**config.mk**
```make
export PLATFORM = sky130hd
export DESIGN_NAME = ntdpll_top
export DESIGN_NICKNAME = d
export VERILOG_FILES = /design/src/ntdpll_pkg.sv /design/src/ntdpll_nco.sv /design/src/ntdpll_top.sv
export SDC_FILE = /design/constraint.sdc
export NUM_CORES = 2
export LEC_CHECK = 0
export BUFFER_PORTS_ARGS = -buffer_cell sky130_fd_sc_hd__buf_2
export CAP_MARGIN = 10
export CORE_MARGIN = 2
export CORE_UTILIZATION = 25
export CTS_CLUSTER_SIZE = 24
export DETAILED_ROUTE_END_ITERATION = 8
export HOLD_SLACK_MARGIN = 0.08
export SLEW_MARGIN = 20
export SYNTH_ARGS = -nofsm -noshare
export SYNTH_HDL_FRONTEND = slang
export SYNTH_HIERARCHICAL = 1
export SYNTH_SLANG_ARGS = --single-unit
```
**constraint.sdc**
```tcl
create_clock -name pclk -period 20.5 [get_ports pclk]
set_clock_uncertainty 0.05 [all_clocks]
set_input_delay 4.1 -clock pclk [delete_from_list [all_inputs] [get_ports pclk]]
set_output_delay 4.1 -clock pclk [all_outputs]
set_load 0.01 [all_outputs]
```
**src/ntdpll_pkg.sv**
```systemverilog
package ntdpll_pkg;

  localparam longint unsigned PCLK_HZ = 125_000_000;
  localparam longint unsigned FRAME_HZ = 8_000;
  localparam longint unsigned F16_HZ = 16_384_000;
  localparam longint unsigned T1H_HZ = 12_352_000;
  localparam longint unsigned DS2H_HZ = 12_624_000;
  localparam longint unsigned F19_HZ = 19_440_000;
  localparam longint unsigned REF_T1_HZ = 1_544_000;
  localparam longint unsigned REF_E1_HZ = 2_048_000;

  localparam int FRAME_CYC = int'(PCLK_HZ / FRAME_HZ);
  localparam int HALF_CYC = FRAME_CYC / 2;
  localparam int LOSS_CYC_DEFAULT = 2 * FRAME_CYC;
  localparam int HALF_PER_FRAME = int'(2 * F16_HZ / FRAME_HZ);
  localparam logic [11:0] HC_LAST = 12'(HALF_PER_FRAME - 1);

  // Pulse widths in ns, converted to half periods of the 16.384 MHz clock
  localparam longint unsigned FP_E1_NS = 244;
  localparam longint unsigned FP_SHORT_NS = 122;
  localparam longint unsigned FP_SYNC_NS = 488;
  localparam logic [11:0] HC_E1 = 12'((FP_E1_NS * 2 * F16_HZ + 500_000_000) / 1_000_000_000);
  localparam logic [11:0] HC_SHORT = 12'((FP_SHORT_NS * 2 * F16_HZ + 500_000_000) / 1_000_000_000);
  localparam logic [11:0] HC_SYNC = 12'((FP_SYNC_NS * 2 * F16_HZ + 500_000_000) / 1_000_000_000);
  localparam logic [11:0] HC_16 = 12'h002;

  // Loop filter: one update per 8 kHz comparison, so the corner is rate independent
  localparam real LF_CORNER_HZ = 1.9;
  localparam int LF_SHIFT = $clog2(int'(real'(FRAME_HZ) / (6.2832 * LF_CORNER_HZ)) + 1) - 1;
  localparam int LF_SHIFT_FAST = LF_SHIFT - 4;
  localparam int FRAC_BITS = 8;
  localparam int GAIN_SH = 5;
  localparam logic signed [31:0] CORR_MAX = 32'sd268435;
  localparam int LOCK_TIME_S = 30;
  localparam int FAST_LOCK_MS = 500;

  localparam int CAPTURE_PPM = 230;
  localparam logic [19:0] IMP_TOL_CYC = 20'((CAPTURE_PPM * FRAME_CYC + 999_999) / 1_000_000 + 1);
  localparam logic [3:0] RECOVER_LAST = 4'h7;
  localparam logic [15:0] LOCK_TH_CYC = 16'h0010;
  localparam logic [15:0] LOCK_SLIP_CYC = 16'h0002;
  localparam logic [4:0] LOCK_LAST = 5'h0f;

  localparam logic [1:0] RATE_19M = 2'b00;
  localparam logic [1:0] RATE_8K = 2'b01;
  localparam logic [1:0] RATE_T1 = 2'b10;
  localparam logic [1:0] RATE_E1 = 2'b11;

  localparam logic [11:0] REG_CTRL = 12'h000;
  localparam logic [11:0] REG_STATUS = 12'h004;
  localparam logic [11:0] REG_PHASE = 12'h008;
  localparam logic [11:0] REG_FILTER = 12'h00c;
  localparam int CTRL_MODE_BIT = 0;
  localparam int CTRL_QUICK_BIT = 1;
  localparam int CTRL_RATE_LSB = 2;

  function automatic logic [31:0] nco_inc(longint unsigned f);
    return 32'(((2 * f) << 32) / PCLK_HZ);
  endfunction

  function automatic logic [11:0] ref_div_last(logic [1:0] rate);
    unique case (rate)
      RATE_19M: return 12'(F19_HZ / FRAME_HZ - 1);
      RATE_8K: return 12'h000;
      RATE_T1: return 12'(REF_T1_HZ / FRAME_HZ - 1);
      RATE_E1: return 12'(REF_E1_HZ / FRAME_HZ - 1);
    endcase
  endfunction

  function automatic logic [15:0] abs16(logic signed [15:0] v);
    return v[15] ? 16'(-v) : 16'(v);
  endfunction

  typedef struct packed {
    logic [31:0] acc;
    logic tick;
  } ntdpll_nco_t;

  typedef struct packed {
    logic ctrl_mode;
    logic ctrl_quick;
    logic [1:0] ctrl_rate;
    logic mode_q;
    logic ref_s1;
    logic ref_s2;
    logic ref_s3;
    logic [11:0] ref_div;
    logic [19:0] ref_age;
    logic [15:0] fb_age;
    logic signed [15:0] phase_err;
    logic signed [15:0] prev_err;
    logic signed [31:0] filt;
    logic signed [31:0] corr;
    logic impaired;
    logic [3:0] good_cnt;
    logic lock;
    logic [4:0] lock_cnt;
    logic acquire;
    logic [11:0] hc;
    logic [2:0] t1_cnt;
    logic t1_hi;
    logic t1_clk;
    logic ds2_hi;
    logic ds2_clk;
    logic c19_clk;
    logic c16;
    logic c8;
    logic c4;
    logic c2;
    logic fp_e1_n;
    logic fp_short;
    logic fp16_n;
    logic tx_sync;
    logic rx_sync;
    logic pready;
    logic [31:0] prdata;
    logic pslverr;
  } ntdpll_state_t;

  localparam ntdpll_state_t RST_STATE = '{fp_e1_n: 1'b1, fp16_n: 1'b1, acquire: 1'b1, default: '0};

endpackage

```
**src/ntdpll_nco.sv**
```systemverilog
`timescale 1ns/100ps
module ntdpll_nco
  import ntdpll_pkg::*;
#(
  parameter logic [31:0] NOM_INC = 32'h20000000
)
(
  input wire logic pclk,
  input wire logic presetn,
  input wire logic signed [31:0] corr,
  output logic tick
);

  if (NOM_INC == 32'h0 || NOM_INC[31])
  begin : g_chk
    $error("NOM_INC must be nonzero and below half scale");
  end

  ntdpll_nco_t r;
  ntdpll_nco_t n;
  logic signed [63:0] prod;
  logic [31:0] inc;
  logic [32:0] sum;

  // Correction is a fractional frequency offset, so every oscillator moves by the same ppm
  always_comb
  begin
    n = r;
    prod = 64'(corr) * $signed({32'h0, NOM_INC});
    inc = NOM_INC + prod[61:30];
    sum = {1'b0, r.acc} + {1'b0, inc};
    n.acc = sum[31:0];
    n.tick = sum[32];
  end

  always_ff @(posedge pclk or negedge presetn)
  begin
    if (!presetn)
      r <= '0;
    else
      r <= n;
  end

  assign tick = r.tick;

endmodule

```
**src/ntdpll_top.sv**
```systemverilog
// Implementation choices: the APB interface to the registers and the register addresses.
`timescale 1ns/100ps
module ntdpll_top
  import ntdpll_pkg::*;
#(
  parameter int LOSS_CYC = LOSS_CYC_DEFAULT
)
(
  input wire logic pclk,
  input wire logic presetn,
  input wire logic psel,
  input wire logic penable,
  input wire logic pwrite,
  input wire logic [11:0] paddr,
  input wire logic [31:0] pwdata,
  output logic pready,
  output logic [31:0] prdata,
  output logic pslverr,
  input wire logic ref_in,
  output logic clk_16m_out,
  output logic clk_8m_out,
  output logic clk_4m_out,
  output logic clk_2m_out,
  output logic clk_t1_out,
  output logic clk_ds2_out,
  output logic clk_19m_out,
  output logic frame_pulse_e1_n,
  output logic frame_pulse_short,
  output logic frame_pulse_16m_n,
  output logic tx_sync_pulse,
  output logic rx_sync_pulse,
  output logic lock_out,
  output logic impairment_flag
);

  if (LOSS_CYC <= FRAME_CYC || LOSS_CYC >= (1 << 20))
  begin : g_chk
    $error("LOSS_CYC must exceed one frame and fit 20 bits");
  end

  localparam logic [19:0] LOSS_LAST = 20'(LOSS_CYC);

  ntdpll_state_t r;
  ntdpll_state_t n;
  logic tick16;
  logic tick_t1;
  logic tick_ds2;
  logic tick_19;
  logic freerun;
  logic ref_fall;
  logic ref_tick;
  logic fb_tick;
  logic signed [15:0] err;
  logic signed [31:0] target;
  logic signed [31:0] filt_n;
  logic signed [31:0] corr_raw;
  logic [19:0] dev;
  logic ref_bad;
  logic lock_good;
  logic access;
  logic [1:0] wr_rate;

  // One accumulator per internal high-rate clock, all sharing one correction
  ntdpll_nco #(.NOM_INC(nco_inc(F16_HZ))) u_nco16 (.pclk(pclk), .presetn(presetn), .corr(r.corr), .tick(tick16));
  ntdpll_nco #(.NOM_INC(nco_inc(T1H_HZ))) u_nco_t1 (.pclk(pclk), .presetn(presetn), .corr(r.corr), .tick(tick_t1));
  ntdpll_nco #(.NOM_INC(nco_inc(DS2H_HZ))) u_nco_ds2 (.pclk(pclk), .presetn(presetn), .corr(r.corr), .tick(tick_ds2));
  ntdpll_nco #(.NOM_INC(nco_inc(F19_HZ))) u_nco19 (.pclk(pclk), .presetn(presetn), .corr(r.corr), .tick(tick_19));

  always_comb
  begin
    n = r;
    freerun = r.mode_q | r.impaired;
    access = psel & penable;
    wr_rate = pwdata[CTRL_RATE_LSB +: 2];
    // Reference acts on its falling edge; ref_s1 only feeds ref_s2
    n.ref_s1 = ref_in;
    n.ref_s2 = r.ref_s1;
    n.ref_s3 = r.ref_s2;
    ref_fall = r.ref_s3 & ~r.ref_s2;
    ref_tick = 1'b0;
    if (ref_fall)
    begin
      if (r.ref_div >= ref_div_last(r.ctrl_rate))
      begin
        n.ref_div = '0;
        ref_tick = 1'b1;
      end
      else
        n.ref_div = r.ref_div + 12'h001;
    end
    // Feedback is the frame boundary of the 16.384 MHz chain
    fb_tick = tick16 && (r.hc == HC_LAST);
    if (tick16)
      n.hc = r.hc + 12'h001;
    if (fb_tick)
    begin
      n.fb_age = '0;
      n.mode_q = r.ctrl_mode;
    end
    else if (r.fb_age != 16'(FRAME_CYC - 1))
      n.fb_age = r.fb_age + 16'h0001;
    if (ref_tick)
      n.ref_age = '0;
    else if (r.ref_age != LOSS_LAST)
      n.ref_age = r.ref_age + 20'h00001;
    // Positive error means the reference arrived after the feedback
    err = (r.fb_age <= 16'(HALF_CYC)) ? $signed(r.fb_age) : $signed(r.fb_age - 16'(FRAME_CYC));
    dev = (r.ref_age > 20'(FRAME_CYC)) ? r.ref_age - 20'(FRAME_CYC) : 20'(FRAME_CYC) - r.ref_age;
    // First interval after reset or a restart is not a whole frame, so it is not judged
    ref_bad = (dev > IMP_TOL_CYC) && !(r.acquire && !r.impaired);
    if (r.ref_age == LOSS_LAST)
    begin
      n.impaired = 1'b1;
      n.good_cnt = '0;
    end
    else if (ref_tick)
    begin
      if (ref_bad)
      begin
        n.impaired = 1'b1;
        n.good_cnt = '0;
      end
      else if (r.impaired)
      begin
        n.good_cnt = r.good_cnt + 4'h1;
        if (r.good_cnt == RECOVER_LAST)
          n.impaired = 1'b0;
      end
    end
    target = 32'(err) <<< FRAC_BITS;
    filt_n = r.filt + ((target - r.filt) >>> (r.ctrl_quick ? LF_SHIFT_FAST : LF_SHIFT));
    corr_raw = filt_n <<< GAIN_SH;
    lock_good = (abs16(err) < LOCK_TH_CYC) && (abs16(err - r.prev_err) <= LOCK_SLIP_CYC);
    if (freerun || n.impaired || n.mode_q)
    begin
      // Loop held open; next-state terms drop lock in the cycle freerun begins
      n.filt = '0;
      n.corr = '0;
      n.acquire = 1'b1;
      n.lock = 1'b0;
      n.lock_cnt = '0;
    end
    else if (ref_tick)
    begin
      if (r.acquire)
      begin
        // Phase step onto the first reference frame instead of a long pull
        n.hc = '0;
        n.fb_age = '0;
        n.acquire = 1'b0;
        n.phase_err = '0;
        n.prev_err = '0;
      end
      else
      begin
        n.phase_err = err;
        n.prev_err = err;
        n.filt = filt_n;
        if (corr_raw > CORR_MAX)
          n.corr = -CORR_MAX;
        else if (corr_raw < -CORR_MAX)
          n.corr = CORR_MAX;
        else
          n.corr = -corr_raw;
        if (!lock_good)
        begin
          n.lock = 1'b0;
          n.lock_cnt = '0;
        end
        else if (r.lock_cnt == LOCK_LAST)
          n.lock = 1'b1;
        else
          n.lock_cnt = r.lock_cnt + 5'h01;
      end
    end
    // Dividers of the high-rate clocks
    if (tick_t1)
    begin
      n.t1_hi = ~r.t1_hi;
      n.t1_cnt = r.t1_cnt + 3'h1;
      if (r.t1_cnt == 3'h7)
        n.t1_clk = ~r.t1_clk;
    end
    if (tick_ds2)
    begin
      n.ds2_hi = ~r.ds2_hi;
      if (r.ds2_hi)
        n.ds2_clk = ~r.ds2_clk;
    end
    if (tick_19)
      n.c19_clk = ~r.c19_clk;
    // E1 clocks and frame pulses all decoded from one half-period count
    n.c16 = ~n.hc[0];
    n.c8 = ~n.hc[1];
    n.c4 = ~n.hc[2];
    n.c2 = ~n.hc[3];
    n.fp_e1_n = !(n.hc < HC_E1);
    n.fp_short = n.hc < HC_SHORT;
    n.fp16_n = !(n.hc < HC_16);
    n.tx_sync = n.hc < HC_SYNC;
    n.rx_sync = n.hc < HC_SYNC;
    // APB slave: one wait state, so read data and errors leave a flip-flop
    if (access && !r.pready)
    begin
      n.pready = 1'b1;
      n.pslverr = 1'b0;
      unique case (paddr)
        REG_CTRL: n.prdata = {28'h0, r.ctrl_rate, r.ctrl_quick, r.ctrl_mode};
        REG_STATUS: n.prdata = {28'h0, r.acquire, freerun, r.impaired, r.lock};
        REG_PHASE: n.prdata = 32'(r.phase_err);
        REG_FILTER: n.prdata = r.corr;
        default:
        begin
          n.prdata = '0;
          n.pslverr = 1'b1;
        end
      endcase
    end
    else if (access && r.pready)
    begin
      n.pready = 1'b0;
      n.pslverr = 1'b0;
      if (pwrite && paddr == REG_CTRL)
      begin
        n.ctrl_mode = pwdata[CTRL_MODE_BIT];
        n.ctrl_quick = pwdata[CTRL_QUICK_BIT];
        n.ctrl_rate = wr_rate;
        if (wr_rate != r.ctrl_rate)
        begin
          // A rate change invalidates the divider phase, so clear divider and loop and restart acquisition; impairment state is kept
          n.ref_div = '0;
          n.acquire = 1'b1;
          n.filt = '0;
          n.corr = '0;
          n.lock = 1'b0;
          n.lock_cnt = '0;
        end
      end
    end
    else
    begin
      n.pready = 1'b0;
      n.pslverr = 1'b0;
    end
  end

  always_ff @(posedge pclk or negedge presetn)
  begin
    if (!presetn)
      r <= RST_STATE;
    else
      r <= n;
  end

  assign pready = r.pready;
  assign prdata = r.prdata;
  assign pslverr = r.pslverr;
  assign clk_16m_out = r.c16;
  assign clk_8m_out = r.c8;
  assign clk_4m_out = r.c4;
  assign clk_2m_out = r.c2;
  assign clk_t1_out = r.t1_clk;
  assign clk_ds2_out = r.ds2_clk;
  assign clk_19m_out = r.c19_clk;
  assign frame_pulse_e1_n = r.fp_e1_n;
  assign frame_pulse_short = r.fp_short;
  assign frame_pulse_16m_n = r.fp16_n;
  assign tx_sync_pulse = r.tx_sync;
  assign rx_sync_pulse = r.rx_sync;
  assign lock_out = r.lock;
  assign impairment_flag = r.impaired;
endmodule

```
==> metrics.md <==
| Metric | Value |
|---|---|
| CTS root buffer | clkbuf_16 |
| Max FO, Critical Path | 22 |
| Worst VDD drop | 71.8 uV |
| Synth async-reset ratio | 100% |
| Clock latency on the worst-skew pair | 740 ps |
| Die Wd | 610 microns |
| Post-CTS Hold Buffers | 0 |
| Vias | 66900 |
| Synth-to-Final Area Change | 8.45% |
| Finished Layout Cells | 14700 |
| CTS Buf Count | 53 |
| CTS max path bufs | 3 |
| Arrival @ worst endpoint | 12290 ps |
| WL/cell | 16.1 microns |
| Number of synthesized flops with an enable pin | 0 |
| Fill cells | 38900 |
| Synthesized flop and latch total | 341 |
| Count of final setup violators | 0 |
| Seq/Total Area, Yosys | 9.30% |
| GP Congestion | 0.920 |
| Most frequent cells after synthesis | 2210 x inv_1, 1579 x ha_1, 1381 x fa_1 |
| Dpl cells | 14600 |
| Tot Pwr | 4.33 mW |
| PD cells | 43.5 nW/um^2 |
| Antenna violations before repair | 4 |
| Syn_nets | 12900 |
| Reg2Reg Setup Slack | 8730 ps |
| Final #Nets | 12800 |
| GRT Resource Usage Total | 12.8% |
| Largest net degree at the start of global routing | 120 |
| Most frequent cell after synthesis | inv_1 |
| WS Path Type | reg2reg |
| F_max | 0.0849 GHz |
| CP dominant cell by count | fa_1 |
| GRT overflow | 0 |
| Share of the synthesized area in the top cell type | 30.1% |
| RSZ-0062 raised after global routing | no |
| Slew Limit Fails | 0 |
| Synth top area cells | fa_1 30%, ha_1 22%, dfrtp_1 9.2% |
| Final hold violations | 0 |
| Setup crit start kind | register |
| CTS tree | yes |
| Initial DRC Count | 3855 |
| Synth Flop Type | dfrtp_1 |
| Synthesized area | 91700 sq um |
| Cells after Synth | 9867 |
| Port buffer count | 69 |
| First-pass detailed-route iteration total | 8 |
| Height of the die | 610 microns |
| Postcts setup bufs | 0 |
| WP data required | 21020 ps |
| Via-to-Cell Ratio | 4.55 |
| Outcome | finished clean |
| FP Rows | 222 |
| Die Area | 372000 sq um |
| Layout cell share with drive strength beyond 1 | 4.96% |
| Crit share post-route | 57.4% |
| Critical-path top delay cell | dfrtp_2 |
| Reg clk slew, reported paths | 60 ps |
| Static Leak | 52.5 nW |
| CP startpoint | r[90]$_DFF_PN0_ |
| TritonCTS Sinks | 341 |
| Residual DRC | 0 |
| Number of global-route vias before repair | 68900 |
| Distinct cells, synth | 143 |
| Core Box Area | 366000 sq um |
| Slew of the pin with the lowest slew margin | 1070 ps |
| Routed Antenna Nets | 0 |
| Worst min-delay path category | reg2reg |
| Starting Density | 25.1% |
| Finished Core Util | 27.2% |
| Hold Path Origin | n[220]$_DFF_PN0_ |
| Reg-to-reg startpoint | r[90]$_DFF_PN0_ |
| Max-cap violation count | 0 |
| Final Critical Period | 11770 ps |
| Htree depth | 2 |
| Headroom to the max-slew limit | 28.9% |
| First-pass GRT wire length | 384 mm |
| Syn avg cell area | 9.30 sq um |
| Slowest stage delay, CP | 810 ps |
| DP HPWL | 194 mm |
| I/O pin cnt | 98 |
| Post-Route WL | 236 mm |
| Ys Warns | 6 |
| Post-CTS Resized | 0 |
| CP Capture Type | register |
| Yosys top cell by area | fa_1 |
| Setup_tns | 0 ps |
[path summary, 6_finish.rpt]
check                                          endpoint  cells past startpoint
worst max-delay path             u_nco16/tick$_DFF_PN0_                     36
worst min-delay path                   n[219]$_DFF_PN0_                      0
worst max register to register   u_nco16/tick$_DFF_PN0_                     36
worst min register to register         n[219]$_DFF_PN0_                      0
max in group asynchronous       u_nco_t1/r[9]$_DFF_PN0_                      3
min in group asynchronous            r[199]$_DFFE_PN0P_                      1
[power by group]
part | total (mW) | switching (mW) | internal [mW]
Sequential | 0.990 | 0.124 | 0.866
Clock | 0.982 | 0.421 | 0.560
Combinational | 2.36 | 1.38 | 0.974
Total | 4.33 | 1.93 | 2.40
[critical path, delay by kind of cell (launching register included)]
kind | cells | cell delay (ps)
and+or+nand+nor | 5 | 1460
DFF | 1 | 810
xor gates and xnor gates | 2 | 360
muxes | 1 | 310
buffers and inverters | 5 | 1020
AOI/OAI and AO/OA | 13 | 2900
adders and majority gates | 10 | 4630
[metal layers]
layer | wire length (microns) | GRT usage, % | vias to the layer above
li1 | - | - | 32300
met5 | 14 | 0 | -
met3 | 10400 | 1.48 | 215
met4 | 4960 | 2.64 | 4
met1 | 111000 | 17.9 | 33100
met2 | 110000 | 21.2 | 1257
[per-stage QoR]
step,hold WS (ps),area [sq um],setup WS (ps)
floorplan,281,91700,6750
global placement,376,97600,8810
detailed placement,362,97700,8740
CTS,383,99500,8660
global route,383,99500,8110
finish,375,99500,8730
[cells by family (layout without fill, tap and decap cells)]
group / Yosys count / after routing / synth area share (%)
muxes: 54 / 54 / 0.685
AOI/OAI and AO/OA: 1687 / 1687 / 12.7
other: 0 / 2 / 0
xor gates and xnor gates: 550 / 550 / 5.30
DFF: 341 / 341 / 9.30
adders and majority gates: 2960 / 2960 / 51.7
buffers and inverters: 2426 / 2439 / 10.1
and+or+nand+nor: 1849 / 1849 / 10.2
[final cells by class]
cell class	instances	area [sq um]	share of cell area, %
multi-input cells	7100	73900	74.3
inverters	2211	8300	8.34
clock inverters	34	377	0.379
well taps	4816	6030	6.06
clock buffers	66	1460	1.46
diodes	2	5.00	0.00503
repair buffers	128	815	0.819
flip-flops and latches	341	8580	8.62
[placed cells by master (no fill, tap or decap), drive strengths merged, types with 37 or more instances in the layout]
| cell | count |
|---|---|
| nor3 | 126 |
| and2 | 70 |
| or3 | 55 |
| o211ai | 56 |
| dfrtp | 338 |
| and3 | 58 |
| nand2 | 506 |
| o21ai | 331 |
| inv | 2214 |
| nand2b | 76 |
| a21o | 157 |
| buf | 128 |
| a211oi | 85 |
| o21a | 67 |
| o21bai | 67 |
| nor4 | 43 |
| a21oi | 472 |
| fa | 1381 |
| a31oi | 56 |
| clkbuf | 66 |
| ha | 1579 |
| nor2b | 44 |
| xor2 | 175 |
| or2 | 37 |
| o31ai | 59 |
| xnor2 | 375 |
| nand4 | 97 |
| nor2 | 467 |
| nand3 | 141 |
[flip-flops by register name, summed over array words and instances, names as in the netlist, 2 cells and up]
| name | cells |
|---|---|
| r | 160 |
| u_nco_ds2/r | 32 |
| n | 2 |
| prdata | 32 |
| u_nco_t1/r | 32 |
| u_nco19/r | 32 |
| u_nco16/r | 32 |
(Power assumes the default switching activity.)
